[src/hdl/mb_pkg.sv]
// Constants, state type and checksum of the frame handler
`default_nettype none
package mb_pkg;

  //////////////////////////////////////////////////////////////////////////
  // Function, sub-function and control codes
  localparam logic [7:0] FN_WRITE_MULTI = 8'h10;
  localparam logic [7:0] FN_SPECIAL     = 8'h09;
  localparam logic [7:0] SUB_REMOTE     = 8'h30;
  localparam logic [7:0] CTL_START      = 8'h1a;
  localparam logic [7:0] CTL_STOP       = 8'h1b;

  //////////////////////////////////////////////////////////////////////////
  // Exception codes and flag
  localparam logic [7:0] EXC_FLAG       = 8'h80;
  localparam logic [7:0] EXC_ILL_FUNC   = 8'h01;
  localparam logic [7:0] EXC_ILL_ADDR   = 8'h02;
  localparam logic [7:0] EXC_ILL_DATA   = 8'h03;
  localparam logic [7:0] EXC_BUSY       = 8'h06;
  localparam logic [7:0] EXC_NAK        = 8'h07;
  localparam logic [7:0] EXC_ILL_LEN    = 8'h10;

  //////////////////////////////////////////////////////////////////////////
  // Frame layout
  localparam logic [15:0] MAX_REGS       = 16'h007d;
  localparam logic [8:0]  HDR_LEN        = 9'h007;
  localparam logic [8:0]  WMR_FIXED_LEN  = 9'h009;
  localparam logic [8:0]  SPECIAL_LEN    = 9'h006;
  localparam logic [8:0]  MIN_LEN        = 9'h004;
  localparam logic [8:0]  LEN_MAX        = 9'h1ff;
  localparam logic [2:0]  WMR_RESP_LEN   = 3'h6;
  localparam logic [2:0]  SPEC_RESP_LEN  = 3'h4;
  localparam logic [2:0]  EXC_RESP_LEN   = 3'h3;

  //////////////////////////////////////////////////////////////////////////
  // Checksum
  localparam logic [15:0] CRC_INIT       = 16'hffff;
  localparam logic [15:0] CRC_POLY       = 16'ha001;

  //////////////////////////////////////////////////////////////////////////
  // Setpoint store and output queue
  localparam logic [15:0] SP_BASE_ADDR   = 16'h03e8;
  localparam logic [7:0]  SP_WINDOW      = 8'h80;
  localparam logic [7:0]  STG_BASE       = 8'h80;
  localparam logic [15:0] SP_MAX_VALUE   = 16'h2710;
  localparam logic [15:0] SP_OFF         = 16'hffff;
  localparam int          TX_WIDTH       = 8;
  localparam int          TX_DEPTH       = 8;

  typedef enum logic [1:0] {
    ST_RX    = 2'b00,
    ST_CHECK = 2'b01,
    ST_COPY  = 2'b10,
    ST_SEND  = 2'b11
  } hstate_t;

  function automatic logic [15:0] crc16_byte(input logic [15:0] crc,
                                             input logic [7:0]  b);
    logic [15:0] c;
    c = crc ^ {8'h00, b};
    for (int k = 0; k < 8; k++) begin
      c = c[0] ? ((c >> 1) ^ CRC_POLY) : (c >> 1);
    end
    return c;
  endfunction

endpackage
`default_nettype wire

[src/hdl/tx_fifo.sv]
// Byte FIFO between reply builder and transmitter
`default_nettype none
module tx_fifo #(
  parameter int WIDTH = 8,
  parameter int DEPTH = 8
) (
  input  wire logic             i_clk,       // System clock
  input  wire logic             i_sys_rst,   // Async reset, high
  input  wire logic [WIDTH-1:0] i_in_data,   // Write data
  input  wire logic             i_in_valid,  // Write request
  output var  logic             o_in_ready,  // Space available
  output var  logic [WIDTH-1:0] o_out_data,  // Head word
  output var  logic             o_out_valid, // Head word present
  input  wire logic             i_out_ready  // Consumer takes head
);
  localparam int AW = $clog2(DEPTH);

  logic [WIDTH-1:0] mem_ff [DEPTH];
  logic [AW-1:0]    wr_ff;
  logic [AW-1:0]    nxt_wr;
  logic [AW-1:0]    rd_ff;
  logic [AW-1:0]    nxt_rd;
  logic [AW:0]      cnt_ff;
  logic [AW:0]      nxt_cnt;
  logic             full_ff;
  logic             nonempty_ff;
  logic             push;
  logic             pop;

  assign push        = i_in_valid && !full_ff;
  assign pop         = nonempty_ff && i_out_ready;
  assign o_in_ready  = !full_ff;
  assign o_out_valid = nonempty_ff;
  assign o_out_data  = mem_ff[rd_ff];

  always_comb begin
    nxt_wr  = push ? wr_ff + AW'(1) : wr_ff;
    nxt_rd  = pop ? rd_ff + AW'(1) : rd_ff;
    nxt_cnt = cnt_ff + (AW+1)'(push) - (AW+1)'(pop);
  end

  always_ff @(posedge i_clk or posedge i_sys_rst) begin
    if (i_sys_rst) begin
      wr_ff       <= '0;
      rd_ff       <= '0;
      cnt_ff      <= '0;
      full_ff     <= 1'b0;
      nonempty_ff <= 1'b0;
    end else begin
      wr_ff       <= nxt_wr;
      rd_ff       <= nxt_rd;
      cnt_ff      <= nxt_cnt;
      full_ff     <= (nxt_cnt == (AW+1)'(DEPTH));
      nonempty_ff <= (nxt_cnt != '0);
    end
  end

  // Storage carries no reset; only pointers define what is valid
  always_ff @(posedge i_clk) begin
    if (push) begin
      mem_ff[wr_ff] <= i_in_data;
    end
  end
endmodule
`default_nettype wire

[src/hdl/sp_store.sv]
// Setpoint and staging store, one write, two registered reads
`default_nettype none
module sp_store (
  input  wire logic        i_clk,     // System clock
  input  wire logic        i_sys_rst, // Async reset, high
  input  wire logic        i_we,      // Write strobe
  input  wire logic [7:0]  i_waddr,   // Write address
  input  wire logic [15:0] i_wdata,   // Write data
  input  wire logic [7:0]  i_raddr_a, // Read address, port a
  output var  logic [15:0] o_rdata_a, // Registered read data a
  input  wire logic [7:0]  i_raddr_b, // Read address, port b
  output var  logic [15:0] o_rdata_b  // Registered read data b
);
  logic [15:0] mem_ff [256];

  always_ff @(posedge i_clk) begin
    if (i_we) begin
      mem_ff[i_waddr] <= i_wdata;
    end
  end

  always_ff @(posedge i_clk or posedge i_sys_rst) begin
    if (i_sys_rst) begin
      o_rdata_a <= 16'h0000;
      o_rdata_b <= 16'h0000;
    end else begin
      o_rdata_a <= mem_ff[i_raddr_a];
      o_rdata_b <= mem_ff[i_raddr_b];
    end
  end
endmodule
`default_nettype wire

[src/hdl/modbus_slave_frame_handler.sv]
// Serial slave frame handler: parse, check, commit and answer frames
//
// Functional notes
// - Function 9, sub-function 48: remote start/stop; next byte is setting
// - Setting 0x1a starts the motor, 0x1b stops it
// - Write-multiple count above 125 gives exception 16
// - Byte count is twice register count; data bytes match byte count
// - Write-multiple reply: address, function, start, count, check
// - Normal reply returns the query's function code
// - Exception reply function field is function plus 0x80
// - Exception frame: address, offset function, code, check
// - Unsupported function gives exception 01
// - Invalid register address gives exception 02
// - Invalid data value gives exception 03
// - Busy device gives exception 06; master retries later
// - Valid query that cannot be performed gives exception 07
// - Standard port sends check low byte, then high byte
// - Front port sends check high byte, then low byte
// - OFF setpoint 0xffff is stored and read back unchanged
`default_nettype none
module modbus_slave_frame_handler (
  input  wire logic        i_clk,        // 100 MHz system clock
  input  wire logic        i_sys_rst,    // Async reset, high
  input  wire logic [7:0]  i_slave_addr, // Own slave address
  input  wire logic        i_front_port, // 1: front port check order
  input  wire logic [7:0]  i_rx_data,    // Received byte
  input  wire logic        i_rx_valid,   // Received byte strobe
  input  wire logic        i_frame_end,  // Inter-frame silence seen
  input  wire logic        i_busy,       // Device busy
  input  wire logic        i_nak,        // Device cannot act now
  input  wire logic        i_tx_ready,   // Transmitter takes byte
  output var  logic [7:0]  o_tx_data,    // Byte to transmit
  output var  logic        o_tx_valid,   // Byte to transmit present
  output var  logic        o_motor_start,// Start command pulse
  output var  logic        o_motor_stop, // Stop command pulse
  input  wire logic [6:0]  i_sp_rd_addr, // Setpoint read index
  output var  logic [15:0] o_sp_rd_data  // Setpoint read value
);

  ////////////////////////////////////////////////////////////////////////////
  // Declarations
  mb_pkg::hstate_t state_ff;
  mb_pkg::hstate_t nxt_state;

  logic [8:0]  rx_len_ff;
  logic [8:0]  nxt_rx_len;
  logic [7:0]  hdr_ff [7];
  logic [7:0]  nxt_hdr [7];
  logic [15:0] crc_ff;
  logic [15:0] nxt_crc;
  logic [15:0] crc_d1_ff;
  logic [15:0] nxt_crc_d1;
  logic [15:0] crc_d2_ff;
  logic [15:0] nxt_crc_d2;
  logic [7:0]  prev_ff;
  logic [7:0]  nxt_prev;
  logic [7:0]  last_ff;
  logic [7:0]  nxt_last;
  logic [7:0]  data_hi_ff;
  logic [7:0]  nxt_data_hi;
  logic        bad_data_ff;
  logic        nxt_bad_data;
  logic        stg_we;
  logic [7:0]  stg_addr;
  logic [15:0] stg_data;
  logic        rx_clear;

  logic [7:0]  func_out_ff;
  logic [7:0]  nxt_func_out;
  logic [7:0]  exc_ff;
  logic [7:0]  nxt_exc;
  logic        is_exc_ff;
  logic        nxt_is_exc;
  logic [2:0]  resp_len_ff;
  logic [2:0]  nxt_resp_len;
  logic [2:0]  tx_idx_ff;
  logic [2:0]  nxt_tx_idx;
  logic [15:0] tx_crc_ff;
  logic [15:0] nxt_tx_crc;
  logic [6:0]  copy_i_ff;
  logic [6:0]  nxt_copy_i;
  logic        copy_ph_ff;
  logic        nxt_copy_ph;
  logic        start_ff;
  logic        nxt_start;
  logic        stop_ff;
  logic        nxt_stop;
  logic        copy_we;
  logic [7:0]  copy_addr;
  logic [7:0]  tx_byte;
  logic        tx_push;
  logic        fifo_ready;

  logic [15:0] reg_cnt;
  logic [15:0] start_addr;
  logic [16:0] span;
  logic        crc_ok;
  logic        addr_ok;
  logic        range_ok;
  logic [7:0]  chk_exc;
  logic        chk_drop;
  logic [15:0] rd_word_a;

  ////////////////////////////////////////////////////////////////////////////
  // Receive path: header capture, running checksum, staging of data words
  always_comb begin
    logic [8:0] didx;
    logic [15:0] word;
    didx         = rx_len_ff - mb_pkg::HDR_LEN;
    word         = {data_hi_ff, i_rx_data};
    nxt_rx_len   = rx_len_ff;
    nxt_hdr      = hdr_ff;
    nxt_crc      = crc_ff;
    nxt_crc_d1   = crc_d1_ff;
    nxt_crc_d2   = crc_d2_ff;
    nxt_prev     = prev_ff;
    nxt_last     = last_ff;
    nxt_data_hi  = data_hi_ff;
    nxt_bad_data = bad_data_ff;
    stg_we       = 1'b0;
    stg_addr     = mb_pkg::STG_BASE + {1'b0, didx[7:1]};
    stg_data     = word;
    if (rx_clear) begin
      nxt_rx_len   = 9'h000;
      nxt_crc      = mb_pkg::CRC_INIT;
      nxt_crc_d1   = mb_pkg::CRC_INIT;
      nxt_crc_d2   = mb_pkg::CRC_INIT;
      nxt_bad_data = 1'b0;
    end else if (state_ff == mb_pkg::ST_RX && i_rx_valid && !i_frame_end
                 && rx_len_ff != mb_pkg::LEN_MAX) begin
      if (rx_len_ff < mb_pkg::HDR_LEN) begin
        nxt_hdr[rx_len_ff[2:0]] = i_rx_data;
      end
      nxt_crc    = mb_pkg::crc16_byte(crc_ff, i_rx_data);
      nxt_crc_d1 = crc_ff;
      nxt_crc_d2 = crc_d1_ff;
      nxt_prev   = last_ff;
      nxt_last   = i_rx_data;
      nxt_rx_len = rx_len_ff + 9'h001;
      // Check bytes past the counted words and words past 125 are never staged
      if (rx_len_ff >= mb_pkg::HDR_LEN
          && hdr_ff[1] == mb_pkg::FN_WRITE_MULTI) begin
        if (!didx[0]) begin
          nxt_data_hi = i_rx_data;
        end else if ({8'h00, didx[8:1]} < mb_pkg::MAX_REGS
                     && {8'h00, didx[8:1]} < reg_cnt) begin
          stg_we = 1'b1;
          // OFF passes untouched; other values above the limit are bad
          if (word != mb_pkg::SP_OFF && word > mb_pkg::SP_MAX_VALUE) begin
            nxt_bad_data = 1'b1;
          end
        end
      end
    end
  end

  always_ff @(posedge i_clk or posedge i_sys_rst) begin
    if (i_sys_rst) begin
      rx_len_ff   <= 9'h000;
      crc_ff      <= mb_pkg::CRC_INIT;
      crc_d1_ff   <= mb_pkg::CRC_INIT;
      crc_d2_ff   <= mb_pkg::CRC_INIT;
      prev_ff     <= 8'h00;
      last_ff     <= 8'h00;
      data_hi_ff  <= 8'h00;
      bad_data_ff <= 1'b0;
      for (int k = 0; k < 7; k++) begin
        hdr_ff[k] <= 8'h00;
      end
    end else begin
      rx_len_ff   <= nxt_rx_len;
      hdr_ff      <= nxt_hdr;
      crc_ff      <= nxt_crc;
      crc_d1_ff   <= nxt_crc_d1;
      crc_d2_ff   <= nxt_crc_d2;
      prev_ff     <= nxt_prev;
      last_ff     <= nxt_last;
      data_hi_ff  <= nxt_data_hi;
      bad_data_ff <= nxt_bad_data;
    end
  end

  ////////////////////////////////////////////////////////////////////////////
  // Frame checks
  assign reg_cnt    = {hdr_ff[4], hdr_ff[5]};
  assign start_addr = {hdr_ff[2], hdr_ff[3]};
  assign span       = {1'b0, start_addr} - {1'b0, mb_pkg::SP_BASE_ADDR}
                      + {1'b0, reg_cnt};
  assign range_ok   = start_addr >= mb_pkg::SP_BASE_ADDR
                      && span <= {9'h000, mb_pkg::SP_WINDOW};
  // Check bytes are the last two; order depends on the port
  assign crc_ok     = i_front_port ? ({prev_ff, last_ff} == crc_d2_ff)
                                   : ({last_ff, prev_ff} == crc_d2_ff);
  assign addr_ok    = hdr_ff[0] == i_slave_addr;
  assign chk_drop   = rx_len_ff < mb_pkg::MIN_LEN || !crc_ok
                      || !addr_ok;

  always_comb begin
    chk_exc = 8'h00;
    if (hdr_ff[1] == mb_pkg::FN_WRITE_MULTI) begin
      if (i_busy) begin
        chk_exc = mb_pkg::EXC_BUSY;
      end else if (reg_cnt > mb_pkg::MAX_REGS) begin
        chk_exc = mb_pkg::EXC_ILL_LEN;
      end else if (reg_cnt == 16'h0000
                   || hdr_ff[6] != {reg_cnt[6:0], 1'b0}
                   || rx_len_ff != mb_pkg::WMR_FIXED_LEN
                                   + {1'b0, hdr_ff[6]}) begin
        chk_exc = mb_pkg::EXC_ILL_DATA;
      end else if (!range_ok) begin
        chk_exc = mb_pkg::EXC_ILL_ADDR;
      end else if (bad_data_ff) begin
        chk_exc = mb_pkg::EXC_ILL_DATA;
      end else if (i_nak) begin
        chk_exc = mb_pkg::EXC_NAK;
      end
    end else if (hdr_ff[1] == mb_pkg::FN_SPECIAL) begin
      if (i_busy) begin
        chk_exc = mb_pkg::EXC_BUSY;
      end else if (rx_len_ff != mb_pkg::SPECIAL_LEN) begin
        chk_exc = mb_pkg::EXC_ILL_DATA;
      end else if (hdr_ff[2] != mb_pkg::SUB_REMOTE) begin
        chk_exc = mb_pkg::EXC_ILL_FUNC;
      end else if (hdr_ff[3] != mb_pkg::CTL_START
                   && hdr_ff[3] != mb_pkg::CTL_STOP) begin
        chk_exc = mb_pkg::EXC_ILL_DATA;
      end else if (i_nak) begin
        chk_exc = mb_pkg::EXC_NAK;
      end
    end else begin
      chk_exc = mb_pkg::EXC_ILL_FUNC;
    end
  end

  ////////////////////////////////////////////////////////////////////////////
  // Response byte selection
  always_comb begin
    if (tx_idx_ff == resp_len_ff) begin
      tx_byte = i_front_port ? tx_crc_ff[15:8] : tx_crc_ff[7:0];
    end else if (tx_idx_ff > resp_len_ff) begin
      tx_byte = i_front_port ? tx_crc_ff[7:0] : tx_crc_ff[15:8];
    end else if (tx_idx_ff == 3'h0) begin
      tx_byte = hdr_ff[0];
    end else if (tx_idx_ff == 3'h1) begin
      tx_byte = func_out_ff;
    end else if (tx_idx_ff == 3'h2 && is_exc_ff) begin
      tx_byte = exc_ff;
    end else begin
      tx_byte = hdr_ff[tx_idx_ff];
    end
  end

  ////////////////////////////////////////////////////////////////////////////
  // Control: check, commit staged words, send response
  assign copy_addr = {1'b0, copy_i_ff};

  always_comb begin
    nxt_state    = state_ff;
    nxt_func_out = func_out_ff;
    nxt_exc      = exc_ff;
    nxt_is_exc   = is_exc_ff;
    nxt_resp_len = resp_len_ff;
    nxt_tx_idx   = tx_idx_ff;
    nxt_tx_crc   = tx_crc_ff;
    nxt_copy_i   = copy_i_ff;
    nxt_copy_ph  = copy_ph_ff;
    nxt_start    = 1'b0;
    nxt_stop     = 1'b0;
    rx_clear     = 1'b0;
    copy_we      = 1'b0;
    tx_push      = 1'b0;
    case (state_ff)
      mb_pkg::ST_RX: begin
        if (i_frame_end) begin
          nxt_state = mb_pkg::ST_CHECK;
        end
      end
      mb_pkg::ST_CHECK: begin
        nxt_tx_idx  = 3'h0;
        nxt_tx_crc  = mb_pkg::CRC_INIT;
        nxt_copy_i  = 7'h00;
        nxt_copy_ph = 1'b0;
        if (chk_drop) begin
          rx_clear  = 1'b1;
          nxt_state = mb_pkg::ST_RX;
        end else if (chk_exc != 8'h00) begin
          nxt_func_out = hdr_ff[1] | mb_pkg::EXC_FLAG;
          nxt_exc      = chk_exc;
          nxt_is_exc   = 1'b1;
          nxt_resp_len = mb_pkg::EXC_RESP_LEN;
          nxt_state    = mb_pkg::ST_SEND;
        end else begin
          nxt_func_out = hdr_ff[1];
          nxt_is_exc   = 1'b0;
          if (hdr_ff[1] == mb_pkg::FN_WRITE_MULTI) begin
            nxt_resp_len = mb_pkg::WMR_RESP_LEN;
            nxt_state    = mb_pkg::ST_COPY;
          end else begin
            nxt_resp_len = mb_pkg::SPEC_RESP_LEN;
            nxt_start    = hdr_ff[3] == mb_pkg::CTL_START;
            nxt_stop     = hdr_ff[3] == mb_pkg::CTL_STOP;
            nxt_state    = mb_pkg::ST_SEND;
          end
        end
      end
      mb_pkg::ST_COPY: begin
        // Read, then write; two cycles per word
        nxt_copy_ph = !copy_ph_ff;
        if (copy_ph_ff) begin
          copy_we    = 1'b1;
          nxt_copy_i = copy_i_ff + 7'h01;
          if ({9'h000, nxt_copy_i} == reg_cnt) begin
            nxt_state = mb_pkg::ST_SEND;
          end
        end
      end
      mb_pkg::ST_SEND: begin
        tx_push = 1'b1;
        if (fifo_ready) begin
          nxt_tx_idx = tx_idx_ff + 3'h1;
          if (tx_idx_ff < resp_len_ff) begin
            nxt_tx_crc = mb_pkg::crc16_byte(tx_crc_ff, tx_byte);
          end
          if (tx_idx_ff == resp_len_ff + 3'h1) begin
            rx_clear  = 1'b1;
            nxt_state = mb_pkg::ST_RX;
          end
        end
      end
      default: begin
        nxt_state = mb_pkg::ST_RX;
      end
    endcase
  end

  always_ff @(posedge i_clk or posedge i_sys_rst) begin
    if (i_sys_rst) begin
      state_ff      <= mb_pkg::ST_RX;
      func_out_ff   <= 8'h00;
      exc_ff        <= 8'h00;
      is_exc_ff     <= 1'b0;
      resp_len_ff   <= 3'h0;
      tx_idx_ff     <= 3'h0;
      tx_crc_ff     <= mb_pkg::CRC_INIT;
      copy_i_ff     <= 7'h00;
      copy_ph_ff    <= 1'b0;
      start_ff      <= 1'b0;
      stop_ff       <= 1'b0;
    end else begin
      state_ff      <= nxt_state;
      func_out_ff   <= nxt_func_out;
      exc_ff        <= nxt_exc;
      is_exc_ff     <= nxt_is_exc;
      resp_len_ff   <= nxt_resp_len;
      tx_idx_ff     <= nxt_tx_idx;
      tx_crc_ff     <= nxt_tx_crc;
      copy_i_ff     <= nxt_copy_i;
      copy_ph_ff    <= nxt_copy_ph;
      start_ff      <= nxt_start;
      stop_ff       <= nxt_stop;
    end
  end

  assign o_motor_start = start_ff;
  assign o_motor_stop  = stop_ff;

  ////////////////////////////////////////////////////////////////////////////
  // Storage and output queue
  logic [7:0]  mem_waddr;
  logic [15:0] mem_wdata;
  logic [7:0]  sp_wbase;

  // Staging keeps a rejected frame from touching live setpoints
  assign sp_wbase  = span[7:0] - reg_cnt[7:0];
  assign mem_waddr = copy_we ? sp_wbase + copy_addr : stg_addr;
  assign mem_wdata = copy_we ? rd_word_a : stg_data;

  sp_store u_store (
    .i_clk     (i_clk),
    .i_sys_rst (i_sys_rst),
    .i_we      (copy_we | stg_we),
    .i_waddr   (mem_waddr),
    .i_wdata   (mem_wdata),
    .i_raddr_a (mb_pkg::STG_BASE + copy_addr),
    .o_rdata_a (rd_word_a),
    .i_raddr_b ({1'b0, i_sp_rd_addr}),
    .o_rdata_b (o_sp_rd_data)
  );

  tx_fifo #(
    .WIDTH (mb_pkg::TX_WIDTH),
    .DEPTH (mb_pkg::TX_DEPTH)
  ) u_fifo (
    .i_clk       (i_clk),
    .i_sys_rst   (i_sys_rst),
    .i_in_data   (tx_byte),
    .i_in_valid  (tx_push),
    .o_in_ready  (fifo_ready),
    .o_out_data  (o_tx_data),
    .o_out_valid (o_tx_valid),
    .i_out_ready (i_tx_ready)
  );

endmodule
`default_nettype wire

[config.mk]
export PLATFORM = sky130hd
export DESIGN_NAME = modbus_slave_frame_handler
export DESIGN_NICKNAME = d
export VERILOG_FILES = /design/src/hdl/mb_pkg.sv /design/src/hdl/tx_fifo.sv /design/src/hdl/sp_store.sv /design/src/hdl/modbus_slave_frame_handler.sv
export SDC_FILE = /design/constraint.sdc
export NUM_CORES = 2
export LEC_CHECK = 0
export ABC_AREA = 1
export CAP_MARGIN = 20
export CORE_MARGIN = 3
export CORE_UTILIZATION = 45
export DETAILED_ROUTE_END_ITERATION = 6
export DONT_BUFFER_PORTS = 1
export SLEW_MARGIN = 20
export SYNTH_ARGS = -nofsm -noshare
export SYNTH_HDL_FRONTEND = slang
export SYNTH_MEMORY_MAX_BITS = 65536
export SYNTH_SLANG_ARGS = --single-unit
export TNS_END_PERCENT = 1
[constraint.sdc]
create_clock -name i_clk -period 17.7 [get_ports i_clk]
set_input_delay 2.655 -clock i_clk [delete_from_list [all_inputs] [get_ports i_clk]]
set_output_delay 2.655 -clock i_clk [all_outputs]
set_load 0.03 [all_outputs]
==> results by stage <==
Setup path:
- The critical path required time is 18.39 ns.
- The maximum fanout encountered on the critical timing path is 16.
- The worst setup path is launched from a flip-flop.
- The endpoint kind of the worst setup timing path is a flip-flop.
- The worst endpoint data arrival time is 7.34 ns.
- The category of the critical setup timing path is reg -> reg.

Outcome:
- The run finished, with violations left.
- The final reports fail on DRC.

Synth:
- By area the synthesized netlist is led by sky130_fd_sc_hd__edfxtp_1 71%, sky130_fd_sc_hd__o21ai_0 8.0%, sky130_fd_sc_hd__nor2_1 6.7%.
- After technology mapping, the gate count stands at 14200.
- After synthesis, the share of flip-flops with an asynchronous set or reset is 4.98%.
- Counting flops with a built-in enable in the synthesized netlist gives 4160.
- The post-synthesis simple-gate area fraction is 8.95%.
- The xor and xnor area share after synthesis is 0.386%.
- The register bit count reported by yosys is 4378.
- The number of different library cells used by synthesis comes to 52.
- Summing the areas of all compound-gate instances in the mapped netlist gives 13.4% of the synthesized area.
- Summing the areas of all fa, ha and maj instances in the mapped netlist gives 0.597% of the synthesized area.
- By area, the combinational part of the netlist is dominated by compound AO/OA/AOI/OAI gates.
- The post-synth net total is 14300.
- Sequential elements use 73.8% of the synthesized area.
- The top-area cell type share of the netlist area is 70.6%.
- The post-synthesis average cell area is 12.4 um^2.
- The synthesized area is 177000 um^2.
- For this run, the number of Yosys warnings is 0.
- The share of cell area taken by muxes after synthesis is 0%.
- The most instantiated flip-flop cell in the synthesis netlist is sky130_fd_sc_hd__edfxtp_1.
- The synthesized design spends more area on one cell type than any other, namely sky130_fd_sc_hd__edfxtp_1.

Clocking:
- The quantity of gates resized following cts is 0.
- The post-CTS setup buffer count is 0.
- The count of hold-fix buffers inserted at cts is 0.
- The H-tree depth reported by CTS is 5.
- After clock tree synthesis, the clock-pin slew on the worst setup and hold paths is 0.06 ns.
- The CTS tree is done.
- The cell chosen for the clock root is sky130_fd_sc_hd__clkbuf_16.
- Buffers inserted during clock tree synthesis total 437.
- CTS saw 4378 sinks.
- The clock network latency to the later pin of the worst-skew pair is 1.00 ns.
- The clock passes through at most 4 buffers.

Run:
- The count of maximum capacitance violations is 0.

Layout:
- For this run, the post-layout net count is 14200.
- The signed area change from the synthesized netlist to the final layout is 11.7%.
- The fraction of layout cells with a size suffix above 1 is 8.19%.
- The post-route non-filler standard cell count is 19700.
- Once layout is complete, the utilization of the core stands at 50.6%.
- Summing all multi-input logic gate instances after layout gives 41600 um^2.
- The count of fill cells added during filler insertion is 33700.
- The register area is 130000 um^2.

Timing:
- Static timing analysis puts the maximum clock frequency at 150 MHz.
- Setup repair after global routing left no endpoint under its margin.
- The max-slew violation total from the final report is 0.
- Across the routed clock network, the largest skew measured is 0.0594 ns.
- Adding up every negative setup slack in the final design gives 0 ns.
- The clock period could shrink to 6.65 ns.
- The transition time at the pin with the least slew margin is 1.32 ns.
- The ratio of final minimum period to clock period is 37.6%.
- The total setup violations reported at the end of the flow is 0.
- The remaining max-slew budget at the tightest pin is 12.2%.
- The number of hold violations in the final report was 0.

Pwr:
- The total power is 21600 uW.
- Summed over all cells, the static leakage comes to 0.0604 uW.
- Dividing total power by cell area gives a power density of 109 nW/um^2.
- The worst-case IR drop observed on VDD is 0.0854 mV.

Drt:
- The detailed-route via count is 117000.
- The count of unresolved DRC violations after routing is 1.
- The total wirelength of the detailed-routed design is 521 mm.
- The detailed-route vias per instance is 5.96.
- The average wire length per cell after detail routing is 26.5 um.
- The first detailed-routing pass took 7 iterations.
- The detailed router finished its first iteration with 16200 violations.
- The number of routed nets with antenna violations is 0.

Floorplanning:
- The total die area is 401000 um^2.
- The total core area is 390000 um^2.
- The starting density of the core is 45.3%.
- The number of cell rows is 229.
- The horizontal die dimension is 633 um.
- Measured along the y axis, the die boundary spans 633 um.
- The I/O pin count is 58.

Hold path:
- The path category of the worst min-delay check is reg -> reg.

Global routing:
- The first-pass GRT wire length is 757 mm.
- Entering global routing, the biggest net connects 1026 pins.
- The number of antenna violations at the first check in global routing was 16.
- The all-layer global routing usage is 25.3%.
- The number of global-route vias before repair was 109000.
- For this run the aggregate overflow at the end of global routing stands at 0.

Place:
- The number of placed cells counting well taps is 18800.
- Routability-driven placement finished with a final weighted congestion of 0.898.
- In this run the tool buffered the top-level ports with 0 buffer cells.
- The total half-perimeter wirelength after legalization and detailed placement is 289 mm.
==> cell usage in the layout, fill, tap and decap left out, types with 9 or more instances in the layout <==
| cell type | count |
|---|---|
| sky130_fd_sc_hd__edfxtp_1 | 4160 |
| sky130_fd_sc_hd__nor2_1 | 3158 |
| sky130_fd_sc_hd__o21ai_0 | 2803 |
| sky130_fd_sc_hd__o22ai_1 | 1301 |
| sky130_fd_sc_hd__nand2_1 | 625 |
| sky130_fd_sc_hd__clkbuf_16 | 446 |
| sky130_fd_sc_hd__buf_4 | 373 |
| sky130_fd_sc_hd__inv_1 | 291 |
| sky130_fd_sc_hd__dfrtp_1 | 159 |
| sky130_fd_sc_hd__nand3_1 | 124 |
| sky130_fd_sc_hd__clkinv_2 | 107 |
| sky130_fd_sc_hd__clkinv_1 | 94 |
| sky130_fd_sc_hd__clkbuf_1 | 84 |
| sky130_fd_sc_hd__a21oi_1 | 79 |
| sky130_fd_sc_hd__ha_1 | 70 |
| sky130_fd_sc_hd__o32ai_1 | 59 |
| sky130_fd_sc_hd__dfstp_2 | 54 |
| sky130_fd_sc_hd__xor2_1 | 47 |
| sky130_fd_sc_hd__bufinv_16 | 44 |
| sky130_fd_sc_hd__nand4_1 | 37 |
| sky130_fd_sc_hd__a22oi_1 | 34 |
| sky130_fd_sc_hd__xnor2_1 | 31 |
| sky130_fd_sc_hd__nor4_1 | 22 |
| sky130_fd_sc_hd__buf_12 | 22 |
| sky130_fd_sc_hd__nor3_1 | 21 |
| sky130_fd_sc_hd__nor2_2 | 17 |
| sky130_fd_sc_hd__nand3_4 | 16 |
| sky130_fd_sc_hd__clkinvlp_4 | 15 |
| sky130_fd_sc_hd__o21ai_4 | 14 |
| sky130_fd_sc_hd__o31ai_1 | 11 |
| sky130_fd_sc_hd__nand3b_1 | 10 |
| sky130_fd_sc_hd__a31oi_1 | 10 |
| sky130_fd_sc_hd__fa_1 | 9 |
==> report_power, final <==
part | internal (uW) | leakage, uW | switching (uW)
registers | 11300 | 0.0357 | 74.6
clock network | 5270 | 0.00696 | 3960
logic | 259 | 0.0177 | 739
total | 16800 | 0.0604 | 4780
==> flip-flops by register name, indices dropped and copies added (netlist names), 3 cells and up, named ones only <==
register,cells
copy_i_ff,7
crc_d1_ff,11
crc_d2_ff,11
crc_ff,16
data_hi_ff,8
exc_ff,4
func_out_ff,8
hdr_ff,56
last_ff,8
prev_ff,8
resp_len_ff,3
rx_len_ff,9
tx_crc_ff,16
tx_idx_ff,3
u_fifo.cnt_ff,4
u_fifo.mem_ff,64
u_fifo.rd_ff,3
u_fifo.wr_ff,3
u_store.mem_ff,4096
u_store.o_rdata_a,16
u_store.o_rdata_b,16
==> synth_stat cells, drive strengths merged, types with 2 or more instances <==
library cell     n
clkinv           5
buf             75
or2              8
ha              70
o211ai           8
o22ai         1301
xor2            47
nand4           38
edfxtp        4160
dfstp           54
nor2          3176
a211oi           2
a31oi           10
nand2          630
clkbuf         921
o31ai           11
fa               9
a22oi           34
nor3            21
o21ai         2823
o32ai           62
a21o             2
nand3b          11
a21oi           79
a21boi           2
dfrtp          164
nand3          140
o21a             3
nor4            24
inv            304
xnor2           31
==> per-layer routing <==
| layer | global-route usage (%) | vias to the layer above | wire (um) |
|---|---|---|---|
| li1 | - | 52100 | - |
| met1 | 37.0 | 58800 | 218000 |
| met2 | 38.7 | 5581 | 238000 |
| met3 | 4.66 | 747 | 48900 |
| met4 | 7.29 | 4 | 15800 |
| met5 | 0 | - | 23 |
==> worst max-delay path, stage by stage (launching register included) <==
cell	delay (ns)
sky130_fd_sc_hd__dfrtp_1	0.34
sky130_fd_sc_hd__clkinv_1	0.36
sky130_fd_sc_hd__ha_1	0.44
sky130_fd_sc_hd__inv_1	0.04
sky130_fd_sc_hd__ha_1	0.38
sky130_fd_sc_hd__nand2_1	0.08
sky130_fd_sc_hd__nand2_1	0.07
sky130_fd_sc_hd__inv_1	0.05
sky130_fd_sc_hd__nand2_1	0.12
sky130_fd_sc_hd__nand2_1	0.06
sky130_fd_sc_hd__nand2_1	0.11
sky130_fd_sc_hd__inv_1	0.07
sky130_fd_sc_hd__fa_1	0.43
sky130_fd_sc_hd__ha_1	0.30
sky130_fd_sc_hd__inv_1	0.05
sky130_fd_sc_hd__o21ai_0	0.28
sky130_fd_sc_hd__a21oi_1	0.10
sky130_fd_sc_hd__o21ai_0	0.09
sky130_fd_sc_hd__o21ai_0	0.33
sky130_fd_sc_hd__nor2_1	0.51
sky130_fd_sc_hd__nand2_1	0.74
sky130_fd_sc_hd__nor2_1	1.01
sky130_fd_sc_hd__buf_4	0.39
==> worst paths after layout <==
path                                   start               endpoint  slack (ns)  cells after the start
worst max-delay path              hdr_ff[11]  u_store.mem_ff[89][4]       11.05                     22
worst min-delay path            crc_d1_ff[8]           crc_d2_ff[8]        0.47                      2
worst max register to register    hdr_ff[11]  u_store.mem_ff[89][4]       11.05                     22
worst min register to register  crc_d1_ff[8]           crc_d2_ff[8]        0.47                      2
max in group asynchronous          i_sys_rst           copy_i_ff[0]       13.66                      3
min in group asynchronous          i_sys_rst           o_motor_stop        1.65                      1
==> stage by stage <==
step	instance area [um^2]	hold slack, ns	setup WS, ns
floorplan	177000	0.448	2.55
finish	197000	0.472	11.05
detailed placement	183000	0.469	10.74
CTS	197000	0.477	11.07
global placement	183000	0.461	10.54
global route	197000	0.503	10.85
==> cells by family (layout without fill, tap and decap cells) <==
family | after synthesis | after routing
flops | 4378 | 4378
compound gates | 4342 | 4342
simple gates | 4049 | 4049
buf+inv | 1305 | 1526
fa+ha+maj | 79 | 79
xor+xnor | 78 | 78
other cells | 0 | 8
==> area by class of cell <==
type / instances / area share (%)
timing repair buffer: 404 / 1.74
clock inverter: 280 / 1.36
multi-input combinational: 8548 / 21.1
inverter: 309 / 0.616
antenna: 8 / 0.0101
tap: 5197 / 3.29
sequential: 4378 / 66.1
clock buffer: 533 / 5.83
Power figures use the tool's default switching activity.
